**src/tap_pkg.sv**
```systemverilog
// Constants shared by the SRAM boundary-scan test port.
// Assumes a single system clock that oversamples the test clock pin.
package tap_pkg;
  // ----------------------------------------
  // Instruction codes
  // ----------------------------------------
  localparam int IR_WIDTH = 3;
  localparam logic [2:0] INS_EXTEST = 3'h0;
  localparam logic [2:0] INS_IDENT = 3'h1;
  localparam logic [2:0] INS_SAMPLE_Z = 3'h2;
  localparam logic [2:0] INS_SAMPLE_PRELOAD = 3'h4;
  localparam logic [2:0] INS_BYPASS = 3'h7;
  localparam logic [1:0] IR_CAPTURE_PATTERN = 2'h1;
  // ----------------------------------------
  // Register sizes and reset values
  // ----------------------------------------
  localparam int ID_WIDTH = 32;
  localparam int BSR_LENGTH = 109;
  localparam int OE_CELL = 108;
  localparam int RESET_TMS_EDGES = 5;
  localparam int SYNC_STAGES = 3;
  // Arbitrary neutral identification value
  localparam logic [31:0] ID_CODE_DEFAULT = 32'h0000_0001;
  // ----------------------------------------
  // Controller states
  // ----------------------------------------
  typedef enum logic [3:0] {
    ST_RESET, ST_IDLE, ST_SEL_DR, ST_CAP_DR, ST_SHIFT_DR, ST_EXIT1_DR, ST_PAUSE_DR,
    ST_EXIT2_DR, ST_UPD_DR, ST_SEL_IR, ST_CAP_IR, ST_SHIFT_IR, ST_EXIT1_IR,
    ST_PAUSE_IR, ST_EXIT2_IR, ST_UPD_IR
  } tap_state_t;
endpackage : tap_pkg

```
**src/pin_sync.sv**
```systemverilog
// Three-stage synchroniser for one pin input.
// Assumes the pin is asynchronous to clk_in; agreement of stages two and three counts.
`timescale 1ns/10ps
module pin_sync
  import tap_pkg::*;
#(
  parameter logic RESET_VAL = 1'b1
) (
  input wire logic clk_in,
  input wire logic rst_n_in,
  input wire logic pin_in,
  output logic level_out
);
  logic [SYNC_STAGES-1:0] stage_q;
  // ----------------------------------------
  // Sampling chain
  // ----------------------------------------
  // Stage one is only read by stage two
  always_ff @(posedge clk_in or negedge rst_n_in) begin
    if (!rst_n_in) begin
      stage_q <= {SYNC_STAGES{RESET_VAL}};
      level_out <= RESET_VAL;
    end else begin
      stage_q <= {stage_q[SYNC_STAGES-2:0], pin_in};
      if (stage_q[1] == stage_q[2]) begin
        level_out <= stage_q[2];
      end
    end
  end
endmodule : pin_sync

```
**src/tap_fsm.sv**
```systemverilog
// Sixteen-state test-port controller.
// Assumes tck_rise_in is a one-cycle pulse per test clock rising edge.
`timescale 1ns/10ps
module tap_fsm
  import tap_pkg::*;
(
  input wire logic clk_in,
  input wire logic rst_n_in,
  input wire logic tck_rise_in,
  input wire logic tms_in,
  output tap_state_t state_out
);
  tap_state_t state_d;
  // ----------------------------------------
  // Next state
  // ----------------------------------------
  // Five high TMS edges reach reset from any state
  always_comb begin
    state_d = state_out;
    case (state_out)
      ST_RESET: state_d = tms_in ? ST_RESET : ST_IDLE;
      ST_IDLE: state_d = tms_in ? ST_SEL_DR : ST_IDLE;
      ST_SEL_DR: state_d = tms_in ? ST_SEL_IR : ST_CAP_DR;
      ST_CAP_DR: state_d = tms_in ? ST_EXIT1_DR : ST_SHIFT_DR;
      ST_SHIFT_DR: state_d = tms_in ? ST_EXIT1_DR : ST_SHIFT_DR;
      ST_EXIT1_DR: state_d = tms_in ? ST_UPD_DR : ST_PAUSE_DR;
      ST_PAUSE_DR: state_d = tms_in ? ST_EXIT2_DR : ST_PAUSE_DR;
      ST_EXIT2_DR: state_d = tms_in ? ST_UPD_DR : ST_SHIFT_DR;
      ST_UPD_DR: state_d = tms_in ? ST_SEL_DR : ST_IDLE;
      ST_SEL_IR: state_d = tms_in ? ST_RESET : ST_CAP_IR;
      ST_CAP_IR: state_d = tms_in ? ST_EXIT1_IR : ST_SHIFT_IR;
      ST_SHIFT_IR: state_d = tms_in ? ST_EXIT1_IR : ST_SHIFT_IR;
      ST_EXIT1_IR: state_d = tms_in ? ST_UPD_IR : ST_PAUSE_IR;
      ST_PAUSE_IR: state_d = tms_in ? ST_EXIT2_IR : ST_PAUSE_IR;
      ST_EXIT2_IR: state_d = tms_in ? ST_UPD_IR : ST_SHIFT_IR;
      ST_UPD_IR: state_d = tms_in ? ST_SEL_DR : ST_IDLE;
      default: state_d = ST_RESET;
    endcase
  end

  // State register, advanced only on test clock rises
  always_ff @(posedge clk_in or negedge rst_n_in) begin
    if (!rst_n_in) begin
      state_out <= ST_RESET;
    end else if (tck_rise_in) begin
      state_out <= state_d;
    end
  end
endmodule : tap_fsm

```
**src/sram_boundary_scan_tap.sv**
```systemverilog
// Boundary-scan test access port of a burst SRAM: controller, instruction,
// bypass, identification and boundary registers, serial output.
// Assumes the test clock is far slower than ref_clk_in and is sampled as a pin.
`timescale 1ns/10ps
module sram_boundary_scan_tap
  import tap_pkg::*;
#(
  parameter int BSR_LEN = BSR_LENGTH,
  parameter logic [ID_WIDTH-1:0] ID_CODE = ID_CODE_DEFAULT
) (
  input wire logic ref_clk_in,
  input wire logic rst_n_in,
  input wire logic tck_in,
  input wire logic tms_in,
  input wire logic tms_drive_in,
  input wire logic tdi_in,
  input wire logic tdi_drive_in,
  input wire logic [BSR_LEN-1:0] pin_ring_in,
  input wire logic [BSR_LEN-1:0] core_out_in,
  input wire logic core_oe_in,
  output logic tdo_out,
  output logic tdo_oe_out,
  output logic [BSR_LEN-1:0] pin_drive_out,
  output logic pin_oe_out,
  output logic [IR_WIDTH-1:0] instr_out
);
  // ----------------------------------------
  // Reset release and pin sampling
  // ----------------------------------------
  logic rst_sync1_q;
  logic rst_sync2_q;
  logic rst_n;
  logic tck_s;
  logic tms_s;
  logic tdi_s;
  logic tck_prev_q;
  logic tck_rise;
  logic tck_fall;
  logic tms_pin;
  logic tdi_pin;
  tap_state_t state;

  // Reset released through two flops; asserted immediately. Everything below
  // uses the released copy so no flop leaves reset a cycle before its peers
  always_ff @(posedge ref_clk_in or negedge rst_n_in) begin
    if (!rst_n_in) begin
      rst_sync1_q <= 1'b0;
      rst_sync2_q <= 1'b0;
    end else begin
      rst_sync1_q <= 1'b1;
      rst_sync2_q <= rst_sync1_q;
    end
  end
  assign rst_n = rst_sync2_q;

  // Internal pull-ups: an undriven pin reads high
  assign tms_pin = tms_drive_in ? tms_in : 1'b1;
  assign tdi_pin = tdi_drive_in ? tdi_in : 1'b1;

  // Each pin crosses through four flops. Mode-select and serial input see
  // the same delay as the test clock, so their relation to its edges holds;
  // the clock resets low and the data pins high, matching their idle levels
  pin_sync #(.RESET_VAL(1'b0)) u_sync_tck (
    .clk_in(ref_clk_in),
    .rst_n_in(rst_n),
    .pin_in(tck_in),
    .level_out(tck_s)
  );

  pin_sync #(.RESET_VAL(1'b1)) u_sync_tms (
    .clk_in(ref_clk_in),
    .rst_n_in(rst_n),
    .pin_in(tms_pin),
    .level_out(tms_s)
  );

  pin_sync #(.RESET_VAL(1'b1)) u_sync_tdi (
    .clk_in(ref_clk_in),
    .rst_n_in(rst_n),
    .pin_in(tdi_pin),
    .level_out(tdi_s)
  );

  // Edge finder on the filtered test clock; a test clock held low never
  // produces an edge, so everything but the pin path stays frozen
  // Resetting the history low matches the idle pin, so no false edge follows
  always_ff @(posedge ref_clk_in or negedge rst_n) begin
    if (!rst_n) begin
      tck_prev_q <= 1'b0;
    end else begin
      tck_prev_q <= tck_s;
    end
  end
  assign tck_rise = tck_s & ~tck_prev_q;
  assign tck_fall = ~tck_s & tck_prev_q;

  // ----------------------------------------
  // Controller
  // ----------------------------------------
  tap_fsm u_fsm (
    .clk_in(ref_clk_in),
    .rst_n_in(rst_n),
    .tck_rise_in(tck_rise),
    .tms_in(tms_s),
    .state_out(state)
  );

  // ----------------------------------------
  // State and instruction decode
  // ----------------------------------------
  logic [IR_WIDTH-1:0] ir_shift_q;
  logic [IR_WIDTH-1:0] ir_shift_d;
  logic [IR_WIDTH-1:0] ir_q;
  logic st_reset;
  logic st_cap_dr;
  logic st_shift_dr;
  logic st_upd_dr;
  logic st_cap_ir;
  logic st_shift_ir;
  logic st_upd_ir;
  logic sel_bsr;
  logic sel_id;
  logic sel_byp;
  logic is_extest;
  logic is_sample_z;

  // State flags used by the register and output logic
  assign st_reset = (state == ST_RESET);
  assign st_cap_dr = (state == ST_CAP_DR);
  assign st_shift_dr = (state == ST_SHIFT_DR);
  assign st_upd_dr = (state == ST_UPD_DR);
  assign st_cap_ir = (state == ST_CAP_IR);
  assign st_shift_ir = (state == ST_SHIFT_IR);
  assign st_upd_ir = (state == ST_UPD_IR);

  // One-hot register select; reserved codes fall through to bypass
  // so a stray code can never reach the boundary or identification path
  assign is_extest = (ir_q == INS_EXTEST);
  assign is_sample_z = (ir_q == INS_SAMPLE_Z);
  assign sel_bsr = is_extest | is_sample_z | (ir_q == INS_SAMPLE_PRELOAD);
  assign sel_id = (ir_q == INS_IDENT);
  assign sel_byp = ~sel_bsr & ~sel_id;

  // ----------------------------------------
  // Instruction register
  // ----------------------------------------
  // Shift stage: capture pattern, then shift top-in, bottom-out
  // The top bit keeps its old value at capture; only the low two are fixed
  always_comb begin
    ir_shift_d = ir_shift_q;
    if (st_reset) begin
      ir_shift_d = INS_IDENT;
    end else if (st_cap_ir) begin
      ir_shift_d = {ir_shift_q[IR_WIDTH-1:2], IR_CAPTURE_PATTERN};
    end else if (st_shift_ir) begin
      ir_shift_d = {tdi_s, ir_shift_q[IR_WIDTH-1:1]};
    end
  end

  // Shift stage loads on test clock rises; in reset it is held at the
  // identification code so a later update cannot pick up stale bits
  always_ff @(posedge ref_clk_in or negedge rst_n) begin
    if (!rst_n) begin
      ir_shift_q <= INS_IDENT;
    end else if (st_reset) begin
      ir_shift_q <= INS_IDENT;
    end else if (tck_rise) begin
      ir_shift_q <= ir_shift_d;
    end
  end

  // The active instruction changes only at update or reset. Reset is
  // applied in the first system cycle of the reset state rather than at
  // the next test clock rise, since the clock may stop right there
  always_ff @(posedge ref_clk_in or negedge rst_n) begin
    if (!rst_n) begin
      ir_q <= INS_IDENT;
    end else if (st_reset) begin
      ir_q <= INS_IDENT;
    end else if (tck_rise && st_upd_ir) begin
      ir_q <= ir_shift_q;
    end
  end

  // ----------------------------------------
  // Data registers
  // ----------------------------------------
  logic byp_q;
  logic [ID_WIDTH-1:0] id_q;
  logic [BSR_LEN-1:0] bsr_q;
  logic [BSR_LEN-1:0] bsr_d;
  logic [BSR_LEN-1:0] preload_q;
  logic [ID_WIDTH-1:0] id_d;
  logic byp_d;
  logic [BSR_LEN-1:0] preload_reset;

  assign preload_reset = {{(BSR_LEN-OE_CELL){1'b1}}, {OE_CELL{1'b0}}};

  // Bypass clears on capture, then passes data with one stage of delay
  assign byp_d = st_cap_dr ? 1'b0 : (st_shift_dr ? tdi_s : byp_q);
  // The identification code is a parameter, fixed for the built part
  assign id_d = st_cap_dr ? ID_CODE : (st_shift_dr ? {tdi_s, id_q[ID_WIDTH-1:1]} : id_q);
  // Full ring snapshot, one cell per ball including unconnected ones
  assign bsr_d = st_cap_dr ? pin_ring_in : (st_shift_dr ? {tdi_s, bsr_q[BSR_LEN-1:1]} : bsr_q);

  // Each register moves only while selected so others keep their contents;
  // a deselected register therefore still shows its last capture later

  // Bypass stage
  always_ff @(posedge ref_clk_in or negedge rst_n) begin
    if (!rst_n) begin
      byp_q <= 1'b0;
    end else if (tck_rise && sel_byp) begin
      byp_q <= byp_d;
    end
  end

  // Identification register; the reset value is the same hardwired code
  always_ff @(posedge ref_clk_in or negedge rst_n) begin
    if (!rst_n) begin
      id_q <= ID_CODE;
    end else if (tck_rise && sel_id) begin
      id_q <= id_d;
    end
  end

  // Boundary shift stage
  always_ff @(posedge ref_clk_in or negedge rst_n) begin
    if (!rst_n) begin
      bsr_q <= '0;
    end else if (tck_rise && sel_bsr) begin
      bsr_q <= bsr_d;
    end
  end

  // Preload latch: output-enable cell preset at power-up and throughout the
  // reset state, so external test starts with the data drivers enabled
  always_ff @(posedge ref_clk_in or negedge rst_n) begin
    if (!rst_n) begin
      preload_q <= {{(BSR_LEN-OE_CELL){1'b1}}, {OE_CELL{1'b0}}};
    end else if (st_reset) begin
      preload_q <= preload_reset;
    end else if (tck_rise && sel_bsr && st_upd_dr) begin
      preload_q <= bsr_q;
    end
  end

  // ----------------------------------------
  // Serial output and pin control
  // ----------------------------------------
  logic tdo_d;
  logic tdo_oe_d;
  logic [BSR_LEN-1:0] pin_drive_d;
  logic pin_oe_d;
  logic preload_seen_q;

  // Bit zero of the selected register, or of the instruction stage
  // Only bit zero ever reaches the pin, so the wide registers need no mux
  assign tdo_d = st_shift_ir ? ir_shift_q[0] :
                 sel_bsr ? bsr_q[0] : (sel_id ? id_q[0] : byp_q);
  assign tdo_oe_d = st_shift_ir | st_shift_dr;

  // Test only overrides the memory under extest and sample-high-Z; otherwise
  // the core path passes untouched, so a port reset never disturbs the memory
  assign pin_drive_d = is_extest ? preload_q : core_out_in;
  assign pin_oe_d = is_sample_z ? 1'b0 : (is_extest ? preload_q[OE_CELL] : core_oe_in);

  // Marks the first cycle after reset; see the output enable below
  always_ff @(posedge ref_clk_in or negedge rst_n) begin
    if (!rst_n) begin
      preload_seen_q <= 1'b0;
    end else begin
      preload_seen_q <= 1'b1;
    end
  end

  // Serial output updates on the falling edge, released at power-up
  // Updating on the fall gives the far controller half a test clock of
  // setup before it samples at the next rise
  always_ff @(posedge ref_clk_in or negedge rst_n) begin
    if (!rst_n) begin
      tdo_out <= 1'b1;
      tdo_oe_out <= 1'b0;
    end else if (tck_fall) begin
      tdo_out <= tdo_d;
      tdo_oe_out <= tdo_oe_d;
    end
  end

  // Pin path follows the core every cycle, since memory runs at full speed;
  // the test clock never gates it, so a port reset cannot stall the memory
  always_ff @(posedge ref_clk_in or negedge rst_n) begin
    if (!rst_n) begin
      pin_drive_out <= '0;
    end else begin
      pin_drive_out <= pin_drive_d;
    end
  end

  // Output enable stays off for the first cycle out of reset, before the
  // core enable has been sampled once
  always_ff @(posedge ref_clk_in or negedge rst_n) begin
    if (!rst_n) begin
      pin_oe_out <= 1'b0;
    end else begin
      pin_oe_out <= preload_seen_q & pin_oe_d;
    end
  end

  // Copy of the active instruction for the memory's mode logic
  always_ff @(posedge ref_clk_in or negedge rst_n) begin
    if (!rst_n) begin
      instr_out <= INS_IDENT;
    end else begin
      instr_out <= ir_q;
    end
  end
endmodule : sram_boundary_scan_tap

```
**config.mk**
```make
export PLATFORM = sky130hd
export DESIGN_NAME = sram_boundary_scan_tap
export DESIGN_NICKNAME = d
export VERILOG_FILES = /design/src/tap_pkg.sv /design/src/pin_sync.sv /design/src/tap_fsm.sv /design/src/sram_boundary_scan_tap.sv
export SDC_FILE = /design/constraint.sdc
export NUM_CORES = 1
export LEC_CHECK = 0
export BUFFER_PORTS_ARGS = -buffer_cell sky130_fd_sc_hd__buf_2
export CAP_MARGIN = 20
export CORE_UTILIZATION = 55
export CTS_CLUSTER_SIZE = 25
export DETAILED_ROUTE_END_ITERATION = 8
export PLACE_DENSITY = 0.8
export SYNTH_ARGS = -nofsm -noshare
export SYNTH_HDL_FRONTEND = slang
export SYNTH_SLANG_ARGS = --single-unit
```
**constraint.sdc**
```tcl
create_clock -name ref_clk_in -period 15.95 [get_ports ref_clk_in]
set_clock_uncertainty 0.15 [all_clocks]
set_input_delay 3.9875 -clock ref_clk_in [delete_from_list [all_inputs] [get_ports ref_clk_in]]
set_output_delay 3.9875 -clock ref_clk_in [all_outputs]
set_load 0.01 [all_outputs]
```
# After elaboration in Yosys (flattened, before gate mapping)
# Cells that the tools add are included.
[word_totals]
regBits = 392
input_bits = 226
wordCells = 112
[classes]
n_eq_ne = 22
muxes = 35
bitwise = 11
reduce_logical = 21
[op_table]
columns = ["operator", "count"]
rows = [
  ["2-to-1 mux 109 bit", 5],
  ["2-to-1 mux 32 bit", 2],
  ["one-hot mux 4 bit (12 select lines)", 1],
  ["== test 4 bit (second input constant)", 8],
  ["2-to-1 mux 3 bit", 8],
  ["== test 4 x 3 -> 1 bit (second input constant)", 4],
  ["2-to-1 mux 4 bit", 4],
  ["2-to-1 mux 1 bit", 12],
  ["nonzero test 2 bit", 5],
  ["== test 4 x 2 -> 1 bit (second input constant)", 2],
  ["AND reduction 2 bit", 4],
  ["2-to-1 mux 2 bit", 3],
  ["logical AND 1 bit", 5],
  ["AND 1 bit", 4],
  ["== test 4 x 1 -> 1 bit (second input constant)", 1],
  ["logical NOT 4 bit", 1],
  ["NOT 1 bit", 4],
  ["OR reduction 2 bit", 2],
  ["== test 1 bit", 3],
  ["== test 3 x 1 -> 1 bit (second input constant)", 1],
  ["== test 3 x 2 -> 1 bit (second input constant)", 1],
  ["== test 3 bit (second input constant)", 1],
  ["logical NOT 3 bit", 1],
  ["bitwise OR 1 bit", 3],
  ["4 further kinds", 4],
]

# Longest topological paths before layout
[logic_depth]
ltp_word = 7
mapped_depth = 9
depth_no_buf = 4

# Cells and area by module
# A second synthesis with hierarchy kept.
[hier_totals]
hier_cells = 1298
hier_area_um2 = 16876.2
[modules_own_cells]
columns = ["mod", "n_inst", "cells_each", "area_each_um2", "seq_area_each_um2"]
rows = [
  ["sram_boundary_scan_tap", 1, 1236, 16131.7, 9416.5],
  ["tap_fsm", 1, 47, 400.4, 100.1],
  ["pin_sync at u_sync_tdi ...", 2, 5, 116.4, 105.1],
  ["pin_sync at u_sync_tck", 1, 5, 111.4, 100.1],
]

# Least setup slack after synthesis
# Ideal clock, no wire load.
[synth_path]
kind = "register -> output"
startpoint = "register tdo_out"
endpoint = "output tdo_out"
arrival_ps = 529
required_ps = 11813
setup_slack_ps = 11284
stages_incl_launch_ff = 1
path_buffers = 0
path_cell_list = "dfstp_2"
[synth_rtl]
columns = ["element", "line", "source"]
rows = [
  ["start: declaration", "sram_boundary_scan_tap.sv:21", "output logic tdo_out,"],
  ["start signal: assignment", "sram_boundary_scan_tap.sv:285", "tdo_out <= tdo_d;"],
]
# No word-level cell between the ends.

# Worst setup path in the final report
[layout_path]
startpoint = "register tdo_out"
endpoint = "output tdo_out"
# No word-level cell between the ends.

==> metrics.md <==
| Metric | Value |
|---|---|
| Status | `complete, no violations` |
| Routed Antenna Nets | `0` |
| Max-slew headroom | `33.0%` |
| Max IR drop VDD | `94.3 uV` |
| CP Depth | `1` |
| Distinct cells, synth | `51` |
| Unrepaired setup endpoints after global routing | `false` |
| Max frequency | `0.189 GHz` |
| Crit path cell chain | `buf_2` |
| Worst setup path startpoint | `tdo_out$_DFFE_PN1P_` |
| Worst hold path type | `register to register` |
| Max Transition Viols Final | `0` |
| #FFs+latches synth | `392` |
| Number of synthesis warnings | `0` |
| Number of I/O pins | `341` |
| Htree depth | `2` |
| Worst Path Max Fanout | `2` |
| Routed vias | `11500` |
| PwrDens | `145 nW/um2` |
| Syn Inst Count | `1424` |
| CP Class | `register to output port` |
| First-pass detailed-route iteration total | `5` |
| Area growth from synthesis to layout | `18.8%` |
| Period utilization | `33.2%` |
| Mapped Avg Cell Area | `11.4 um2` |
| CP max stage cell | `dfstp_2` |
| Worst EP arrival | `1.16 ns` |
| CP Launch Type | `register` |
| Worst R2R Path Depth | `5` |
| Area share of the largest cell type after synthesis | `58.2%` |
| Tmin final | `5.30 ns` |
| Resize count post-CTS | `0` |
| RR Startpoint | `u_fsm.state_out[0]$_DFFE_PN0P_` |
| RePlAce Congestion | `0.802` |
| CP Capture Type | `output port` |
| Hold_buf cts | `0` |
| TritonCTS Buffers | `40` |
| Worst skew pair latency | `0.53 ns` |
| CP max stage delay | `0.52 ns` |
| Initial Utilization | `56.3%` |
| Layout cells sized above 1 | `33.3%` |
| Leak Pwr | `9.70 nW` |
| Max Buffers Root-to-Sink | `3` |
| Post-synthesis sequential area ratio | `60.4%` |
| Ys flop type | `dfrtp_1` |
| Post-DP Area | `18000 um2` |
| Fin Setup TNS | `0 ns` |
| Post-synth EDFFs | `0` |
| Setup Buffers After CTS | `0` |
| Commonest cells in the netlist | `dfrtp_1, nand2_1, mux2_2` |
| Actual slew at the worst max-slew pin | `1.00 ns` |
| GR Overflow Total | `0` |
| Count leader, synth | `dfrtp_1` |
| Final setup vio count | `0` |
| Root buf cell | `clkbuf_16` |
| Total of max-cap violations | `0` |
| Synthesized area | `16300 um2` |
| Placed wire-length estimate | `23.8 mm` |
| Horiz. Die Dim | `174 um` |
| Die Y | `174 um` |
| NumNets Final | `1946` |
| Reg-to-Reg End | `bsr_q[74]$_DFFE_PN0P_` |
| Die area | `30300 um2` |
| IO buf count | `340` |
| Row count | `62` |
| Largest delay share family, worst path | `flip-flops` |
| GR Util All Layers | `25.0%` |
| Initial antenna violation count | `6` |
| CTS tree | `done` |
| WP data required | `11.81 ns` |
| Synth area leaders | `dfrtp_1, mux2_2, nand2_1` |
| CP bufs+invs | `1` |
| Fin area | `19300 um2` |
| Ys async rst share | `100%` |
| Routed WL per cell | `17.3 um` |
| Detailed Route Iter0 Violations | `940` |
| Via/cell ratio | `5.35` |
| CTS clk-pin slew, worst paths | `0.06 ns` |
| R2R Setup Slk | `12.06 ns` |
| Final wirelength | `37.1 mm` |
| First-pass GRT wire length | `60.4 mm` |
| CORE AREA | `28900 um2` |
| DRC violations left | `0` |
| Setup crit end | `tdo_out` |
| Number of global-route vias before repair | `11500` |
| Clk sinks | `392` |
| Synth area leader | `dfrtp_1` |
| Largest net degree at the start of global routing | `178` |
| FILL cells | `2246` |
| Fin. Hold Viols | `0` |
## stage by stage
step	std cells	utilization (%)	worst slack [ns]	hold slack [ns]	power, mW
floorplan	1425	-	4.09	0.181	1.72
global placement	2061	62.4	11.19	0.186	1.88
detailed placement	2061	62.4	11.18	0.187	1.91
CTS	2133	66.8	10.63	0.200	2.82
global route	2140	66.9	10.60	0.206	2.95
finish	2140	66.9	10.65	0.197	2.80
## registers in the layout (all words and copies together) (netlist names), 3 cells and up
register / cells
preload_q: 109
pin_drive_out: 109
ir_shift_q: 3
instr_out: 3
id_q: 32
u_fsm.state_out: 4
u_sync_tdi.stage_q: 3
bsr_q: 109
ir_q: 3
u_sync_tms.stage_q: 3
u_sync_tck.stage_q: 3
## per-layer routing
layer  routed length (um)  track usage, %
met1                15200            32.7
met2                18800            42.3
met3                 1860            3.59
met4                 1160            10.1
met5                    0               0
## report_power, final
| part | total [mW] | internal, mW | switching, mW |
|---|---|---|---|
| Sequential | 1.32 | 1.18 | 0.137 |
| Clock | 0.902 | 0.525 | 0.377 |
| Combinational | 0.577 | 0.264 | 0.313 |
| Total | 2.80 | 1.97 | 0.827 |
## how the worst min path moves through the flow
stage / endpoint / start / depth (start not counted)
2_1_floorplan: rst_n$_DFF_PN0_ / rst_sync1_q$_DFF_PN0_ / 0
3_3_place_gp: u_sync_tck.stage_q[1]$_DFF_PN0_ / u_sync_tck.stage_q[0]$_DFF_PN0_ / 0
3_5_place_dp: u_sync_tck.stage_q[1]$_DFF_PN0_ / u_sync_tck.stage_q[0]$_DFF_PN0_ / 0
4_1_cts: u_sync_tck.stage_q[1]$_DFF_PN0_ / u_sync_tck.stage_q[0]$_DFF_PN0_ / 0
5_1_grt: u_sync_tck.stage_q[1]$_DFF_PN0_ / u_sync_tck.stage_q[0]$_DFF_PN0_ / 0
6_report: u_sync_tck.stage_q[1]$_DFF_PN0_ / u_sync_tck.stage_q[0]$_DFF_PN0_ / 0
## layout by cell type, fill, tap and decap left out, types with 5 or more instances in the layout
master,count
clkbuf_8,11
diode_2,6
clkinv_2,7
nor2_1,5
mux2i_1,110
inv_1,8
dfstp_2,14
clkbuf_16,41
o21ai_0,109
dfrtp_1,377
nand3_1,112
o21ai_1,15
clkbuf_1,9
mux2_2,138
buf_4,12
buf_2,340
nand2_1,337
nor2b_1,35
nand2b_1,8
a21oi_1,8
## cells by family (layout without fill, tap and decap cells)
group,Yosys count,in the layout,share of synthesized area [%]
adders and majority gates,3,3,0.185
AOI/OAI and AO/OA,151,151,5.04
buffers and inverters,109,434,3.80
muxes,250,250,16.5
and+or+nand+nor,518,518,14.0
other,1,8,0.0231
DFF,392,392,60.4
## cell type report
| class | instances | area, um2 | share of cell area [%] |
|---|---|---|---|
| Sequential cell | 392 | 9830 | 50.9 |
| Inverter | 8 | 30.0 | 0.155 |
| Multi-Input combinational cell | 924 | 5840 | 30.3 |
| Clock buffer | 61 | 1210 | 6.27 |
| Tap cell | 384 | 480 | 2.49 |
| Antenna cell | 6 | 15.0 | 0.0777 |
| Timing Repair Buffer | 354 | 1840 | 9.52 |
| Clock inverter | 11 | 68.8 | 0.356 |
Power figures use the tool's default switching activity.
